<file path="src/sas_defs.svh">
// Constants for the SAR converter sequencer: timing in converter half-cycles, field codes.
// Assumes it is included by bare name from the package and the design modules.
`ifndef SAS_DEFS_SVH
`define SAS_DEFS_SVH

`define SAS_RES_W           10
`define SAS_PRESC_W         8
`define SAS_HALF_W          6
// Sample-and-hold and completion points, in converter half-cycles
`define SAS_SH_NORM         6'h03
`define SAS_DONE_NORM       6'h1a
`define SAS_SH_FIRST        6'h1d
`define SAS_DONE_FIRST      6'h32
`define SAS_SH_AUTO         6'h04
`define SAS_DONE_AUTO       6'h1b
// Trigger code that selects the converter's own completion flag
`define SAS_TRIG_SELF       3'h0
// Channel code fields
`define SAS_DIFF_BIT        4
`define SAS_GAIN20_BIT      0
// Reference codes
`define SAS_REF_AVCC        2'h0
`define SAS_REF_1V1         2'h1
// Reset values, and the SAR start code and bit index loaded at sample-and-hold
`define SAS_SEL_RESET       8'h00
`define SAS_BYTE_RESET      8'h00
`define SAS_DAC_RESET       10'h000
`define SAS_DAC_MID         10'h200
`define SAS_BIT_TOP         4'h9

`endif

</file>
<file path="src/sas_pkg.sv">
// Types shared by the SAR converter sequencer modules.
// Assumes nothing beyond the constants header.
`include "sas_defs.svh"

package sas_pkg;
	typedef struct packed {
		logic [1:0] reference_select;
		logic       ext_ref_pin_enable;
		logic [4:0] channel_gain_select;
	} sas_select_t;

	typedef struct packed {
		logic ref_avcc;
		logic ref_pin;
		logic ref_1v1;
		logic ref_2v56;
	} sas_ref_t;

	typedef enum logic {SAS_IDLE, SAS_CONV} sas_state_t;
endpackage

</file>
<file path="src/sas_prescaler.sv">
// Converter clock prescaler: rise and fall pulses of the divided clock.
// Assumes clk_sys and a synchronous active-high reset; restart is a one-cycle pulse.
`timescale 1ns/1ps
`default_nettype none
`include "sas_defs.svh"

module sas_prescaler #(
	parameter int CNT_W = `SAS_PRESC_W
) (
	input  wire logic       clk_sys,
	input  wire logic       reset,
	input  wire logic       enable,
	input  wire logic       restart,
	input  wire logic [2:0] prescale_select,
	output logic            rise_pulse,
	output logic            fall_pulse
);
	logic [CNT_W-1:0] cnt_reg;
	logic [CNT_W-1:0] cnt_next;
	logic             rise_reg;
	logic             rise_next;
	logic             fall_reg;
	logic             fall_next;
	logic [CNT_W-1:0] ratio_m1;
	logic [CNT_W-1:0] half_m1;
	logic [2:0]       shift;

	// Ratio is two to the select, never below two so both edges exist
	always_comb begin
		shift = (prescale_select == 3'h0) ? 3'h1 : prescale_select;
		ratio_m1 = (CNT_W'(1) << shift) - CNT_W'(1);
		half_m1 = (CNT_W'(1) << (shift - 3'h1)) - CNT_W'(1);
		cnt_next = (cnt_reg == ratio_m1) ? '0 : cnt_reg + CNT_W'(1);
		rise_next = enable && !restart && (cnt_reg == ratio_m1);
		fall_next = enable && !restart && (cnt_reg == half_m1);
		if (!enable || restart) begin
			cnt_next = '0;
		end
	end

	always_ff @(posedge clk_sys) begin
		if (reset) begin
			cnt_reg <= '0;
			rise_reg <= 1'b0;
			fall_reg <= 1'b0;
		end else begin
			cnt_reg <= cnt_next;
			rise_reg <= rise_next;
			fall_reg <= fall_next;
		end
	end

	assign rise_pulse = rise_reg;
	assign fall_pulse = fall_reg;
endmodule
`default_nettype wire

</file>
<file path="src/sas_adc_seq.sv">
// SAR converter sequencer: start control, timing, SAR stepping, result bytes, select buffer.
// Assumes all control inputs are clk_sys logic except trigger_in; comparator_in is valid
// on clk_sys and reads one when the input is at or above dac_code.
`timescale 1ns/1ps
`default_nettype none
`include "sas_defs.svh"

// Operation
// - Selections apply only while converter enabled
// - Result right-aligned, left-aligned when bit set
// - Low read locks result bytes until high read
// - Completion flag set even when result discarded
// - Start bit begins conversion, reads busy
// - Channel change waits for current conversion
// - Trigger rising edge restarts prescaler, starts conversion
// - Edges during conversion ignored, no level restart
// - Trigger flag cleared by software before retrigger
// - Own completion flag as trigger: free running
// - Start bit works while auto triggering
// - Prescaler runs while enabled, reset otherwise
// - Clock divided by selectable power-of-two ratio
// - Software start waits next converter clock rise
// - Thirteen cycles normal, twenty-five first conversion
// - Hold at 1.5 or 14.5 cycles
// - Completion writes result, sets flag, clears start
// - Auto hold two cycles after trigger edge
// - Free running restarts at once, start stays high
// - Channel code selects single-ended or gain path
// - Reference from supply, pin or internal
// - Select buffer frozen until last cycle
// - Auto-triggered conversion takes 13.5 cycles
module sas_adc_seq #(
	parameter int N_TRIG = 8
) (
	input  wire logic                clk_sys,
	input  wire logic                reset,
	input  wire logic                converter_enable,
	input  wire logic                start_conversion_write,
	input  wire logic                auto_trigger_enable,
	input  wire logic [2:0]          trigger_source_select,
	input  wire logic [N_TRIG-1:0]   trigger_in,
	input  wire logic [2:0]          prescale_select,
	input  wire sas_pkg::sas_select_t select_in,
	input  wire logic                result_left_align,
	input  wire logic                result_low_read,
	input  wire logic                result_high_read,
	input  wire logic                done_flag_clear,
	input  wire logic                comparator_in,
	output sas_pkg::sas_select_t     applied_select,
	output sas_pkg::sas_ref_t        reference_route,
	output logic                     gain_bypass,
	output logic                     gain_20x,
	output logic                     sample_hold,
	output logic [`SAS_RES_W-1:0]    dac_code,
	output logic [7:0]               result_high_byte,
	output logic [7:0]               result_low_byte,
	output logic                     start_conversion,
	output logic                     conversion_done_flag
);
	// Trigger synchronisers: three flops, level accepted when second and third agree
	logic [N_TRIG-1:0] s1_reg, s2_reg, s3_reg, filt_reg, prev_reg;
	logic [N_TRIG-1:0] filt_next;
	genvar gi;
	generate
		for (gi = 0; gi < N_TRIG; gi++) begin : g_sync
			always_comb begin
				filt_next[gi] = (s2_reg[gi] == s3_reg[gi]) ? s3_reg[gi] : filt_reg[gi];
			end
			always_ff @(posedge clk_sys) begin
				if (reset) begin
					s1_reg[gi] <= 1'b0;
					s2_reg[gi] <= 1'b0;
					s3_reg[gi] <= 1'b0;
					filt_reg[gi] <= 1'b0;
					prev_reg[gi] <= 1'b0;
				end else begin
					s1_reg[gi] <= trigger_in[gi];
					s2_reg[gi] <= s1_reg[gi];
					s3_reg[gi] <= s2_reg[gi];
					filt_reg[gi] <= filt_next[gi];
					prev_reg[gi] <= filt_reg[gi];
				end
			end
		end
	endgenerate

	sas_pkg::sas_state_t      state_reg, state_next;
	sas_pkg::sas_select_t     sel_reg, sel_next;
	sas_pkg::sas_ref_t        ref_reg, ref_next;
	logic                     pend_reg, pend_next;
	logic                     first_reg, first_next;
	logic [`SAS_HALF_W-1:0]   half_reg, half_next;
	logic [`SAS_HALF_W-1:0]   sh_tgt_reg, sh_tgt_next;
	logic [`SAS_HALF_W-1:0]   done_tgt_reg, done_tgt_next;
	logic                     start_reg, start_next;
	logic                     hold_reg, hold_next;
	logic [`SAS_RES_W-1:0]    dac_reg, dac_next;
	logic [3:0]               idx_reg, idx_next;
	logic                     act_reg, act_next;
	logic                     flag_reg, flag_next;
	logic                     lock_reg, lock_next;
	logic [7:0]               hi_reg, hi_next;
	logic [7:0]               lo_reg, lo_next;
	logic                     bypass_reg, bypass_next;
	logic                     g20_reg, g20_next;

	logic rise_p, fall_p, edge_p, conv, free_run, trig_edge;
	logic done_ev, hold_ev, unlock_win, auto_start, sw_start, free_start;
	logic [`SAS_HALF_W-1:0] half_inc;

	always_comb begin
		conv = (state_reg == sas_pkg::SAS_CONV);
		edge_p = rise_p || fall_p;
		half_inc = half_reg + `SAS_HALF_W'(1);
		free_run = auto_trigger_enable && (trigger_source_select == `SAS_TRIG_SELF);
		// Level alone never starts; only a fresh edge on the filtered flag
		trig_edge = auto_trigger_enable && !free_run &&
			filt_reg[trigger_source_select] && !prev_reg[trigger_source_select];
		done_ev = conv && edge_p && (half_inc == done_tgt_reg);
		hold_ev = conv && edge_p && (half_inc == sh_tgt_reg);
		unlock_win = conv && ((half_reg + `SAS_HALF_W'(2)) >= done_tgt_reg);
		auto_start = converter_enable && !conv && trig_edge;
		sw_start = converter_enable && !conv && pend_reg && rise_p && !auto_start;
		free_start = converter_enable && done_ev && free_run;
	end

	sas_prescaler #(
		.CNT_W(`SAS_PRESC_W)
	) u_presc (
		.clk_sys        (clk_sys),
		.reset          (reset),
		.enable         (converter_enable),
		.restart        (auto_start),
		.prescale_select(prescale_select),
		.rise_pulse     (rise_p),
		.fall_pulse     (fall_p)
	);

	always_comb begin
		state_next = state_reg;
		sel_next = sel_reg;
		pend_next = pend_reg;
		first_next = first_reg;
		half_next = half_reg;
		sh_tgt_next = sh_tgt_reg;
		done_tgt_next = done_tgt_reg;
		start_next = start_reg;
		hold_next = hold_reg;
		dac_next = dac_reg;
		idx_next = idx_reg;
		act_next = act_reg;
		flag_next = flag_reg;
		lock_next = lock_reg;
		hi_next = hi_reg;
		lo_next = lo_reg;

		if (start_conversion_write && converter_enable && !conv) begin
			pend_next = 1'b1;
			start_next = 1'b1;
		end
		// Buffer follows software only outside the protected part of a conversion
		if (converter_enable && (!conv || unlock_win)) begin
			sel_next = select_in;
		end
		if (conv && edge_p) begin
			half_next = half_inc;
		end
		if (hold_ev) begin
			hold_next = 1'b1;
			dac_next = `SAS_DAC_MID;
			idx_next = `SAS_BIT_TOP;
			act_next = 1'b1;
		end else if (conv && rise_p && act_reg) begin
			if (!comparator_in) begin
				dac_next[idx_reg] = 1'b0;
			end
			if (idx_reg != 4'h0) begin
				dac_next[idx_reg - 4'h1] = 1'b1;
				idx_next = idx_reg - 4'h1;
			end else begin
				act_next = 1'b0;
			end
		end
		if (result_low_read) begin
			lock_next = 1'b1;
		end
		if (result_high_read) begin
			lock_next = 1'b0;
		end
		if (done_flag_clear) begin
			flag_next = 1'b0;
		end
		if (done_ev) begin
			flag_next = 1'b1;
			state_next = sas_pkg::SAS_IDLE;
			start_next = 1'b0;
			hold_next = 1'b0;
			act_next = 1'b0;
			if (!lock_reg) begin
				if (result_left_align) begin
					hi_next = dac_reg[9:2];
					lo_next = {dac_reg[1:0], 6'h00};
				end else begin
					hi_next = {6'h00, dac_reg[9:8]};
					lo_next = dac_reg[7:0];
				end
			end
		end
		if (sw_start || auto_start || free_start) begin
			state_next = sas_pkg::SAS_CONV;
			pend_next = 1'b0;
			start_next = 1'b1;
			half_next = '0;
			hold_next = 1'b0;
			first_next = 1'b0;
			if (auto_start) begin
				sh_tgt_next = `SAS_SH_AUTO;
				done_tgt_next = `SAS_DONE_AUTO;
			end else if (first_reg) begin
				sh_tgt_next = `SAS_SH_FIRST;
				done_tgt_next = `SAS_DONE_FIRST;
			end else begin
				sh_tgt_next = `SAS_SH_NORM;
				done_tgt_next = `SAS_DONE_NORM;
			end
		end
		// Disabling aborts any conversion; the next one is a first conversion again
		if (!converter_enable) begin
			state_next = sas_pkg::SAS_IDLE;
			pend_next = 1'b0;
			start_next = 1'b0;
			hold_next = 1'b0;
			act_next = 1'b0;
			first_next = 1'b1;
		end

		bypass_next = !sel_next.channel_gain_select[`SAS_DIFF_BIT];
		g20_next = sel_next.channel_gain_select[`SAS_DIFF_BIT] &&
			sel_next.channel_gain_select[`SAS_GAIN20_BIT];
		ref_next = '0;
		if (sel_next.ext_ref_pin_enable) begin
			ref_next.ref_pin = 1'b1;
		end else if (sel_next.reference_select == `SAS_REF_AVCC) begin
			ref_next.ref_avcc = 1'b1;
		end else if (sel_next.reference_select == `SAS_REF_1V1) begin
			ref_next.ref_1v1 = 1'b1;
		end else begin
			ref_next.ref_2v56 = 1'b1;
		end
	end

	always_ff @(posedge clk_sys) begin
		if (reset) begin
			state_reg <= sas_pkg::SAS_IDLE;
			sel_reg <= `SAS_SEL_RESET;
			ref_reg <= '0;
			pend_reg <= 1'b0;
			first_reg <= 1'b1;
			half_reg <= '0;
			sh_tgt_reg <= `SAS_SH_NORM;
			done_tgt_reg <= `SAS_DONE_NORM;
			start_reg <= 1'b0;
			hold_reg <= 1'b0;
			dac_reg <= `SAS_DAC_RESET;
			idx_reg <= 4'h0;
			act_reg <= 1'b0;
			flag_reg <= 1'b0;
			lock_reg <= 1'b0;
			hi_reg <= `SAS_BYTE_RESET;
			lo_reg <= `SAS_BYTE_RESET;
			bypass_reg <= 1'b0;
			g20_reg <= 1'b0;
		end else begin
			state_reg <= state_next;
			sel_reg <= sel_next;
			ref_reg <= ref_next;
			pend_reg <= pend_next;
			first_reg <= first_next;
			half_reg <= half_next;
			sh_tgt_reg <= sh_tgt_next;
			done_tgt_reg <= done_tgt_next;
			start_reg <= start_next;
			hold_reg <= hold_next;
			dac_reg <= dac_next;
			idx_reg <= idx_next;
			act_reg <= act_next;
			flag_reg <= flag_next;
			lock_reg <= lock_next;
			hi_reg <= hi_next;
			lo_reg <= lo_next;
			bypass_reg <= bypass_next;
			g20_reg <= g20_next;
		end
	end

	assign applied_select = sel_reg;
	assign reference_route = ref_reg;
	assign gain_bypass = bypass_reg;
	assign gain_20x = g20_reg;
	assign sample_hold = hold_reg;
	assign dac_code = dac_reg;
	assign result_high_byte = hi_reg;
	assign result_low_byte = lo_reg;
	assign start_conversion = start_reg;
	assign conversion_done_flag = flag_reg;
endmodule
`default_nettype wire

</file>
<file path="config.mk">
export PLATFORM = sky130hd
export DESIGN_NAME = sas_adc_seq
export DESIGN_NICKNAME = d
export VERILOG_FILES = /design/src/sas_pkg.sv /design/src/sas_prescaler.sv /design/src/sas_adc_seq.sv
export VERILOG_INCLUDE_DIRS = /design/src /design/src/src
export SDC_FILE = /design/constraint.sdc
export NUM_CORES = 1
export LEC_CHECK = 0
export BUFFER_PORTS_ARGS = -buffer_cell sky130_fd_sc_hd__buf_2
export CAP_MARGIN = 5
export CELL_PAD_IN_SITES_DETAIL_PLACEMENT = 0
export CELL_PAD_IN_SITES_GLOBAL_PLACEMENT = 1
export CORE_UTILIZATION = 40
export DETAILED_ROUTE_END_ITERATION = 7
export PLACE_DENSITY = 0.85
export SLEW_MARGIN = 20
export SYNTH_ARGS = -nofsm -noshare
export SYNTH_HDL_FRONTEND = slang
export SYNTH_SLANG_ARGS = --single-unit
</file>
<file path="constraint.sdc">
create_clock -name clk_sys -period 3.6 [get_ports clk_sys]
set_input_delay 0.54 -clock clk_sys [delete_from_list [all_inputs] [get_ports clk_sys]]
set_output_delay 0.54 -clock clk_sys [all_outputs]
set_load 0.01 [all_outputs]
</file>
## Yosys cells after proc, flatten, opt, wreduce, memory -nomap -nowiden

Index checks and enable logic that the tools add are counted.
W data, S select, Z words.

- Logic and storage cells: 203
- Output and inout port bits: 43
- Input bits: 32
- Register bits: 120

- Multiplexer cells: 39
- Bitwise operators: 5
- Magnitude comparators: 6
- Eq/ne operators: 14
- Reductions and logical operators: 60
- Shifts and indexed selects: 2
- $add $sub $neg: 7

Operators by type and width:

| kind | number |
|---|---|
| $mux W10 | 6 |
| $logic_and A1 B1 Y1 | 26 |
| $mux W8 | 3 |
| $mux W1 | 18 |
| $eq A8 B8 Y1 | 2 |
| $shl A1 B3 Y8 const A | 2 |
| $sub A8 B2 Y8 const B | 2 |
| $eq A6 B6 Y1 | 2 |
| $mux W4 | 3 |
| $mux W6 | 2 |
| $reduce_or A3 Y1 | 4 |
| $and A10 B10 Y10 | 1 |
| $lt A4 B5 Y1 const B | 2 |
| $mux W5 | 2 |
| $not A10 Y10 | 1 |
| $or A10 B10 Y10 | 1 |
| $reduce_or A2 Y1 | 5 |
| $add A8 B1 Y8 const B | 1 |
| $demux W1 S4 | 2 |
| $eq A1 B1 Y1 | 8 |
| $ge A4 B1 Y1 const B | 2 |
| $reduce_and A2 Y1 | 4 |
| $reduce_bool A2 Y1 | 4 |
| $add A6 B1 Y6 const B | 1 |
| other kinds (17) | 29 |

## Longest topological paths before layout

Gate-level depths: netlist of run 1.

- Depth in word-level cells: 13
- Mapped depth: 12
- Gate-level depth less buffers: 11

## Modules after synthesis

A second synthesis of run 1 with hierarchy kept.

- Cells, all modules: 555
- Area total of the unflattened synthesis: 4,954.8 um^2

Modules (own cells, without submodules):

| module | times used | cells each | seq. area each (um^2) | area an instance (um^2) |
|---|---|---|---|---|
| sas_adc_seq | 1 | 455 | 1,961.9 | 4,132.7 |
| sas_prescaler | 1 | 100 | 200.2 | 822.0 |

## Least setup slack after synthesis of run 1

No wires, ideal clock.

- Kind: input -> register
- From: input port prescale_select[2]
- To: register u_presc.fall_reg (netlist: u_presc.fall_pulse)
- Library setup time: 0.078 ns
- Required time: 3.522 ns
- Slack: 0.757 ns
- Path buffers: 2
- Stages: 12
- Data arrival time: 2.766 ns
- Path through: clkbuf_1 > nor3b_1 > ha_1 > clkbuf_1 > nand3b_1 > ha_1 > and3b_1 > a21oi_1 > o22ai_1 > xnor2_1 > o2111ai_1 > nor3_1

- Longest elaborated chain between the ends: 7

RTL lines:

| what | RTL line | RTL |
|---|---|---|
| from (decl) | sas_adc_seq.sv:42 | `input wire logic [2:0] prescale_select,` |
| $logic_not A3 Y1 | sas_prescaler.sv:30 | `shift = (prescale_select == 3'h0) ? 3'h1 : prescale_select;` |
| $mux W3 (*) | sas_prescaler.sv:30 |  |
| $sub A3 B1 Y3 (*) | sas_prescaler.sv:32 | `half_m1 = (CNT_W'(1) << (shift - 3'h1)) - CNT_W'(1);` |
| $shl A1 B3 Y8 (*) | sas_prescaler.sv:32 |  |
| $sub A8 B2 Y8 (*) | sas_prescaler.sv:32 |  |
| $eq A8 B8 Y1 (*) | sas_prescaler.sv:35 | `fall_next = enable && !restart && (cnt_reg == half_m1);` |
| $logic_and A1 B1 Y1 (*) | sas_prescaler.sv:35 |  |
| to (signal assigned) | sas_prescaler.sv:49 | `fall_reg <= fall_next;` |
| to (decl) | sas_prescaler.sv:22 | `logic fall_reg;` |

Every way passes the cells marked *; elsewhere a longest branch is shown, timed or not.
A chain may end at the register's enable or synchronous reset.

## Final worst setup path of run 1

- From: input port prescale_select[1]
- To: register u_presc.fall_reg (netlist: u_presc.fall_pulse)

Same word-level chain as after synthesis.

==> results of run 1 <==
-- power by group through the flow --
stage               clock network [W]  logic [W]  registers (W)
global placement                    0   0.000152        0.00126
detailed placement                  0   0.000158        0.00126
global route                  0.00108   0.000176        0.00123
CTS                           0.00103   0.000159        0.00123
finish                       0.000996   0.000158        0.00123
floorplan                           0   0.000111        0.00126
-- per-layer routing --
metal  part of all wire (%)  vias to the layer above  GRT usage, %
li1                       -                     2032             -
met1                     48                     1889          22.0
met2                     46                       87          28.4
met3                    3.9                       12          3.43
met4                    1.6                        0          5.96
met5                      0                        -             0
-- cells by family after synthesis --
| kind of cell | share of synthesized area, % |
|---|---|
| xor gates and xnor gates | 6.06 |
| muxes | 1.86 |
| and+or+nand+nor | 24.0 |
| AOI/OAI and AO/OA | 16.1 |
| buffers and inverters | 4.15 |
| DFF | 44.0 |
| adders and majority gates | 3.82 |
-- worst reg2reg max path, stage by stage, from the launching register on --
cell	delay, ps
dfxtp_1	450
inv_1	140
ha_1	320
nor3b_1	270
and4_4	280
and3b_1	590
nand3b_1	180
a21oi_1	170
-- layout by cell type, fill, tap and decap left out, types with 3 or more instances in the layout --
| cell | instances |
|---|---|
| nand3b_1 | 10 |
| xnor2_1 | 23 |
| nand3_1 | 37 |
| nand4b_1 | 4 |
| a211oi_1 | 6 |
| and3_1 | 5 |
| o21ai_0 | 36 |
| nor3b_1 | 6 |
| and2b_1 | 3 |
| dfxtp_1 | 108 |
| xor2_1 | 11 |
| nor2b_1 | 34 |
| nand4_1 | 3 |
| inv_6 | 3 |
| a21oi_1 | 51 |
| nor2_1 | 36 |
| mux2i_1 | 8 |
| clkbuf_16 | 9 |
| o21ai_1 | 3 |
| or2_2 | 3 |
| buf_2 | 73 |
| a21bo_2 | 6 |
| a31oi_1 | 6 |
| nor3_1 | 11 |
| o21a_1 | 3 |
| ha_1 | 15 |
| inv_1 | 11 |
| nand2_1 | 32 |
| nand2b_1 | 7 |
-- worst paths after layout --
| check | from | endpoint | cells past startpoint |
|---|---|---|---|
| setup / recovery | prescale_select[1] | u_presc.fall_pulse$_SDFF_PP0_ | 12 |
| hold / removal | result_high_read | lock_reg$_SDFFE_PP0P_ | 2 |
| setup reg to reg | half_reg[0]$_SDFFE_PP0P_ | result_low_byte[2]$_SDFFE_PP0P_ | 7 |
| hold reg to reg | s1_reg[2]$_SDFF_PP0_ | s2_reg[2]$_SDFF_PP0_ | 1 |
-- final cells by class --
class	count	area, um2
well taps	147	184
flip-flops and latches	108	2160
multi-input cells	401	2550
clock inverters	7	80.1
clock buffers	9	225
inverters	11	41.3
fillers	1144	6390
repair buffers	75	380
-- through the flow --
step | hold slack, ps | power (W)
finish | 341 | 0.00239
global route | 333 | 0.00249
CTS | 329 | 0.00242
detailed placement | 423 | 0.00142
global placement | 419 | 0.00141
floorplan | 414 | 0.00137
==> qor.csv, run 1 <==
metric,value,unit
run status,"complete, no violations",
Initial DRC Count,272,
Vias/cell,5.30,
initial antenna violation count,0,
Critical Path Sink Type,flop,
Post-Syn Nets,604,
fin nets,653,
largest fanout on the critical path,14,
clock share of power,41.7,%
Max stage delay on crit path,460,ps
Largest register FFs,10,
Resized Gates After CTS,0,
Tightest Pin Transition,839,ps
Internal Pwr Total,0.00183,W
Setup Skew,6.13,ps
TritonCTS clock tree,built,
largest net degree at the start of global routing,51,
Initial DRT Pass Iterations,5,
sw frac,23.2,%
Worst Path Arrival,3260,ps
GRT Total Usage,17.0,%
crit-path cells,"buf_2, nor3b_1, ha_1, nor3b_1, inv_1, ha_1, and3b_1, a21oi_1, o22ai_1, xnor2_1, o2111ai_1, nor3_1",
Max-slew headroom,44.1,%
post-synth top area share,44.0,%
Synth Register Bits,108,
Cells after Synth,557,
first-pass GRT wire length,17700,um
"Seq/Total Area, Yosys",44.0,%
"Slew Viols, Final",0,
pre-CTS setup slack,289,ps
Main synth FF type,dfxtp_1,
setup TNS,0,ps
power share of the combinational group,6.6,%
top-count cell post-synth,dfxtp_1,
flop2flop setup slack,1130,ps
Die H,113,um
asr flop ratio synth,0,%
I/O Pins,75,
Post-DP Area,5320,um2
layout cells sized above 1,18.2,%
Hold Crit Class,in -> reg,
Post-CTS Setup Bufs,0,
GRT Residual Overflow,0,
Pwr Density,424,nW/um2
Yosys cell types,64,
period utilisation layout,83.0,%
Final WS setup,612,ps
P&R area growth vs syn,14.4,%
cts hold-fix bufs,0,
synthesized area,4920,um2
Final Setup Violations,0,
Post-synth EDFFs,0,
diode count,0,
Reg power frac,51.6,%
synth warn,0,
Final Core Density,46.8,%
Longest Clk Path Bufs,2,
min cycle time layout,2990,ps
"Cell Count, Final, Fillers Out",758,
Skew-Pair Late Insertion Delay,350,ps
critical path class,in -> reg,
post-synthesis average cell area,8.83,um2
Crit-path slowest cell,ha_1,
largest cells by area after synthesis,"dfxtp_1 (44%), a21oi_1 (5.2%), nor2b_1 (4.3%)",
HPWL Detailed,7550,um
Finished Cell Area,5620,um2
CTS H-tree depth,3,
Initial Util,40.9,%
synth cell count leaders,"dfxtp_1 (108), a21oi_1 (51), nand3_1 (37), o21ai_0 (37), nor2_1 (36)",
RSZ-0062 raised after global routing,false,
Placer Congestion,0.838,
WL per Instance,14.1,um
placed insts,742,
clock transition at the registers of the reported paths,70,ps
number of global-route vias before repair,3745,
die width,113,um
maximum VDD drop,0.236,mV
P_sw,0.000552,W
CTS Root Cell,clkbuf_16,
Vias,4020,
Cell Rows,40,
# port buffers,73,
LEAKAGE,2.20,nW
Post-DRT Antenna Nets,0,
f_max,0.335,GHz
max cap viols,0,
DIE AREA,12700,um2
Total Wirelength,10700,um
"area leader, netlist",dfxtp_1,
DRC,0,
cell family with most CP delay,simple AND/OR/NAND/NOR gates,
CTS Buf Count,9,
Final Hold Violating Endpoints,0,
WP buf/inv,2,
core area,12000,um2
clock sinks,108,
crit start category,primary input,
CP required,3870,ps
Power figures use the tool's default switching activity.
==> inputs of run 2 (changes only) <==
--- a/config.mk
+++ b/config.mk
@@ -6,13 +6,14 @@
 export SDC_FILE = /design/constraint.sdc
 export NUM_CORES = 1
 export LEC_CHECK = 0
+export ABC_AREA = 1
 export BUFFER_PORTS_ARGS = -buffer_cell sky130_fd_sc_hd__buf_2
 export CAP_MARGIN = 5
 export CELL_PAD_IN_SITES_DETAIL_PLACEMENT = 0
 export CELL_PAD_IN_SITES_GLOBAL_PLACEMENT = 1
 export CORE_UTILIZATION = 40
 export DETAILED_ROUTE_END_ITERATION = 7
-export PLACE_DENSITY = 0.85
+export PLACE_DENSITY = 0.87
 export SLEW_MARGIN = 20
 export SYNTH_ARGS = -nofsm -noshare
 export SYNTH_HDL_FRONTEND = slang
==> constraint.sdc (replaced) <==
create_clock -name clk_sys -period 3 [get_ports clk_sys]
set_input_delay 0.45 -clock clk_sys [delete_from_list [all_inputs] [get_ports clk_sys]]
set_output_delay 0.45 -clock clk_sys [all_outputs]
set_load 0.01 [all_outputs]
==> run 2 against run 1 <==
Compared with the run above:
- utilization rose by 0.066 points
- non-clock buffer count rose by 2
- cell count rose by 25%
- count of clock-buffer cells in the layout did not move
- register-to-register slack got worse by 700 ps
- clock power rose by 13%
- highest routed layer unchanged
- global-route usage rose by 0.15 points
- largest power group unchanged
- hold slack got worse by 93 ps
- setup slack got worse by 190 ps
==> qor.csv, run 2 <==
metric,value,unit
run status,"complete, no violations",
Vias,4399,
RSZ-0062 raised after global routing,false,
clock share of power,40.1,%
min cycle time layout,2570,ps
synthesized area,5140,um2
maximum VDD drop,0.380,mV
Worst Hold Launch,result_high_read,
flop2flop setup slack,430,ps
Post-Syn Nets,751,
Resized Gates After CTS,0,
Skew-Pair Late Insertion Delay,350,ps
CTS Root Cell,clkbuf_16,
R2R depth,13,
Post-DRT Antenna Nets,0,
WP buf/inv,3,
# port buffers,73,
Worst Path Arrival,2860,ps
Cells after Synth,704,
WL per Instance,11.5,um
Die H,115,um
Yosys cell types,38,
Longest Clk Path Bufs,2,
Max stage delay on crit path,590,ps
initial antenna violation count,1,
Post-CTS Setup Bufs,0,
Reg power frac,52.3,%
"most common cell after layout, fill and taps aside",nand2_1,
largest cells by area after synthesis,"dfxtp_1 (42%), nand2_1 (9.1%), nor2_1 (8.5%)",
Cell Rows,41,
Initial DRC Count,228,
HPWL Detailed,8390,um
"area leader, netlist",dfxtp_1,
Initial Util,40.9,%
sw frac,25.1,%
met2 wire length,5450,um
number of global-route vias before repair,4092,
CTS Buf Count,9,
layout cells sized above 1,18.7,%
Vias/cell,4.64,
Final Hold Violating Endpoints,0,
Finished Cell Area,5890,um2
CTS H-tree depth,3,
Tightest Pin Transition,490,ps
top-count cell post-synth,nand2_1,
Final WS setup,426,ps
setup TNS,0,ps
CP required,3290,ps
Critical Path Sink Type,flop,
LEAKAGE,2.74,nW
Placer Congestion,0.896,
Setup Skew,8.38,ps
crit start category,flop,
Internal Pwr Total,0.00212,W
Pwr Density,480,nW/um2
"most used cell, CP",nand2_1,
WL met1,4910,um
Largest register FFs,10,
Hold Crit Class,in -> reg,
top layer in use,met4,
largest fanout on the critical path,20,
clock sinks,108,
P&R area growth vs syn,14.7,%
routed wl met3,455,um
Filler cells,1295,
power share of the combinational group,7.6,%
diode count,0,
Post-synth EDFFs,0,
hold path cells,2,
post-synth top area share,42.1,%
Crit-path slowest cell,dfxtp_1,
die width,115,um
most frequent cells in the layout,"nand2_1 (125), nor2_1 (116), dfxtp_1 (108)",
period utilisation layout,85.8,%
first-pass GRT wire length,18200,um
Initial DRT Pass Iterations,4,
TritonCTS clock tree,built,
synth warn,0,
largest net degree at the start of global routing,32,
Main synth FF type,dfxtp_1,
max cap viols,0,
pre-CTS setup slack,447,ps
worst hold endpoint,lock_reg$_SDFFE_PP0P_,
cell family with most CP delay,simple AND/OR/NAND/NOR gates,
"Seq/Total Area, Yosys",42.1,%
Total Wirelength,10900,um
I/O Pins,75,
DRC,0,
"Slew Viols, Final",0,
Post-DP Area,5610,um2
GRT Total Usage,17.2,%
asr flop ratio synth,0,%
Max-slew headroom,67.2,%
fin nets,818,
reg2reg end,result_high_byte[7]$_SDFFE_PP0P_,
post-synthesis average cell area,7.30,um2
Synth Register Bits,108,
synth cell count leaders,"nand2_1 (125), nor2_1 (116), dfxtp_1 (108)",
P_sw,0.000710,W
core area,12600,um2
launch point of the worst reg-to-reg path,half_reg[0]$_SDFFE_PP0P_,
Final Core Density,46.9,%
DIE AREA,13300,um2
clock transition at the registers of the reported paths,70,ps
GRT Residual Overflow,0,
f_max,0.388,GHz
critical path class,reg -> reg,
cts hold-fix bufs,0,
Final Setup Violations,0,
crit-path cells,"inv_1, ha_1, inv_1, nand2_1, nor2_2, nand3_2, nor2_8, nand2_4, nor2_4, inv_2, nand2_1, nand2_1, nor2_1",
-- run 2: cell count changes after synthesis, moves of 16 or more --
cell	delta
inv_1	+95
nand2_1	+93
nor2_1	+80
nor2b_1	-34
clkbuf_1	-16
nand2_2	+16
-- run 2: how the worst max path moves through the flow --
stage | start | depth (start not counted) | endpoint | slack, ps
final | half_reg[0]$_SDFFE_PP0P_ | 13 | result_high_byte[7]$_SDFFE_PP0P_ | 430
after global routing | half_reg[2]$_SDFFE_PP0P_ | 13 | reference_route[3]$_SDFF_PP0_ | 140
after CTS | half_reg[0]$_SDFFE_PP0P_ | 13 | result_high_byte[7]$_SDFFE_PP0P_ | 390
after detailed placement | half_reg[0]$_SDFFE_PP0P_ | 13 | result_high_byte[7]$_SDFFE_PP0P_ | 450
after global placement | half_reg[0]$_SDFFE_PP0P_ | 13 | result_high_byte[7]$_SDFFE_PP0P_ | 530
after floorplan | prescale_select[2] | 13 | u_presc.fall_pulse$_SDFF_PP0_ | 800
-- run 2: through the flow --
step	hold WS (ps)	power, W	cells
6_report	248	0.00283	948
5_1_grt	249	0.00295	948
4_1_cts	238	0.00286	948
3_5_place_dp	392	0.00173	932
3_3_place_gp	389	0.00172	932
2_1_floorplan	388	0.00166	704
-- run 2: power by group through the flow --
stage          Combinational, W  Clock, W  Sequential, W
2_1_floorplan          0.000145         0        0.00152
3_3_place_gp           0.000210         0        0.00151
3_5_place_dp           0.000215         0        0.00152
4_1_cts                0.000216   0.00117        0.00148
5_1_grt                0.000245   0.00122        0.00148
6_report               0.000214   0.00113        0.00148
-- run 2: final cells by class --
cell class / count / area, um2 / share of cell area, %
clock buffer: 9 / 225 / 3.82
sequential: 108 / 2160 / 36.7
multi-input combinational: 463 / 2410 / 41.0
inverter: 112 / 420 / 7.13
clock inverter: 7 / 60.1 / 1.02
tap: 172 / 215 / 3.65
timing repair buffer: 77 / 395 / 6.71
-- run 2: routing by layer --
layer | GRT usage (%) | vias up
li1 | - | 2308
met1 | 19.9 | 2004
met2 | 31.1 | 77
met3 | 4.16 | 10
met4 | 5.11 | 0
met5 | 0 | -
-- run 2: logic make-up (layout without fill, tap and decap cells) --
| group | after synthesis | count (layout) | share of synthesized area [%] |
|---|---|---|---|
| buf+inv | 133 | 205 | 10.9 |
| fa+ha+maj | 15 | 15 | 3.65 |
| mux | 1 | 1 | 0.195 |
| xor+xnor | 24 | 24 | 4.09 |
| compound gates | 91 | 91 | 9.93 |
| simple gates | 332 | 332 | 29.1 |
| flops | 108 | 108 | 42.1 |
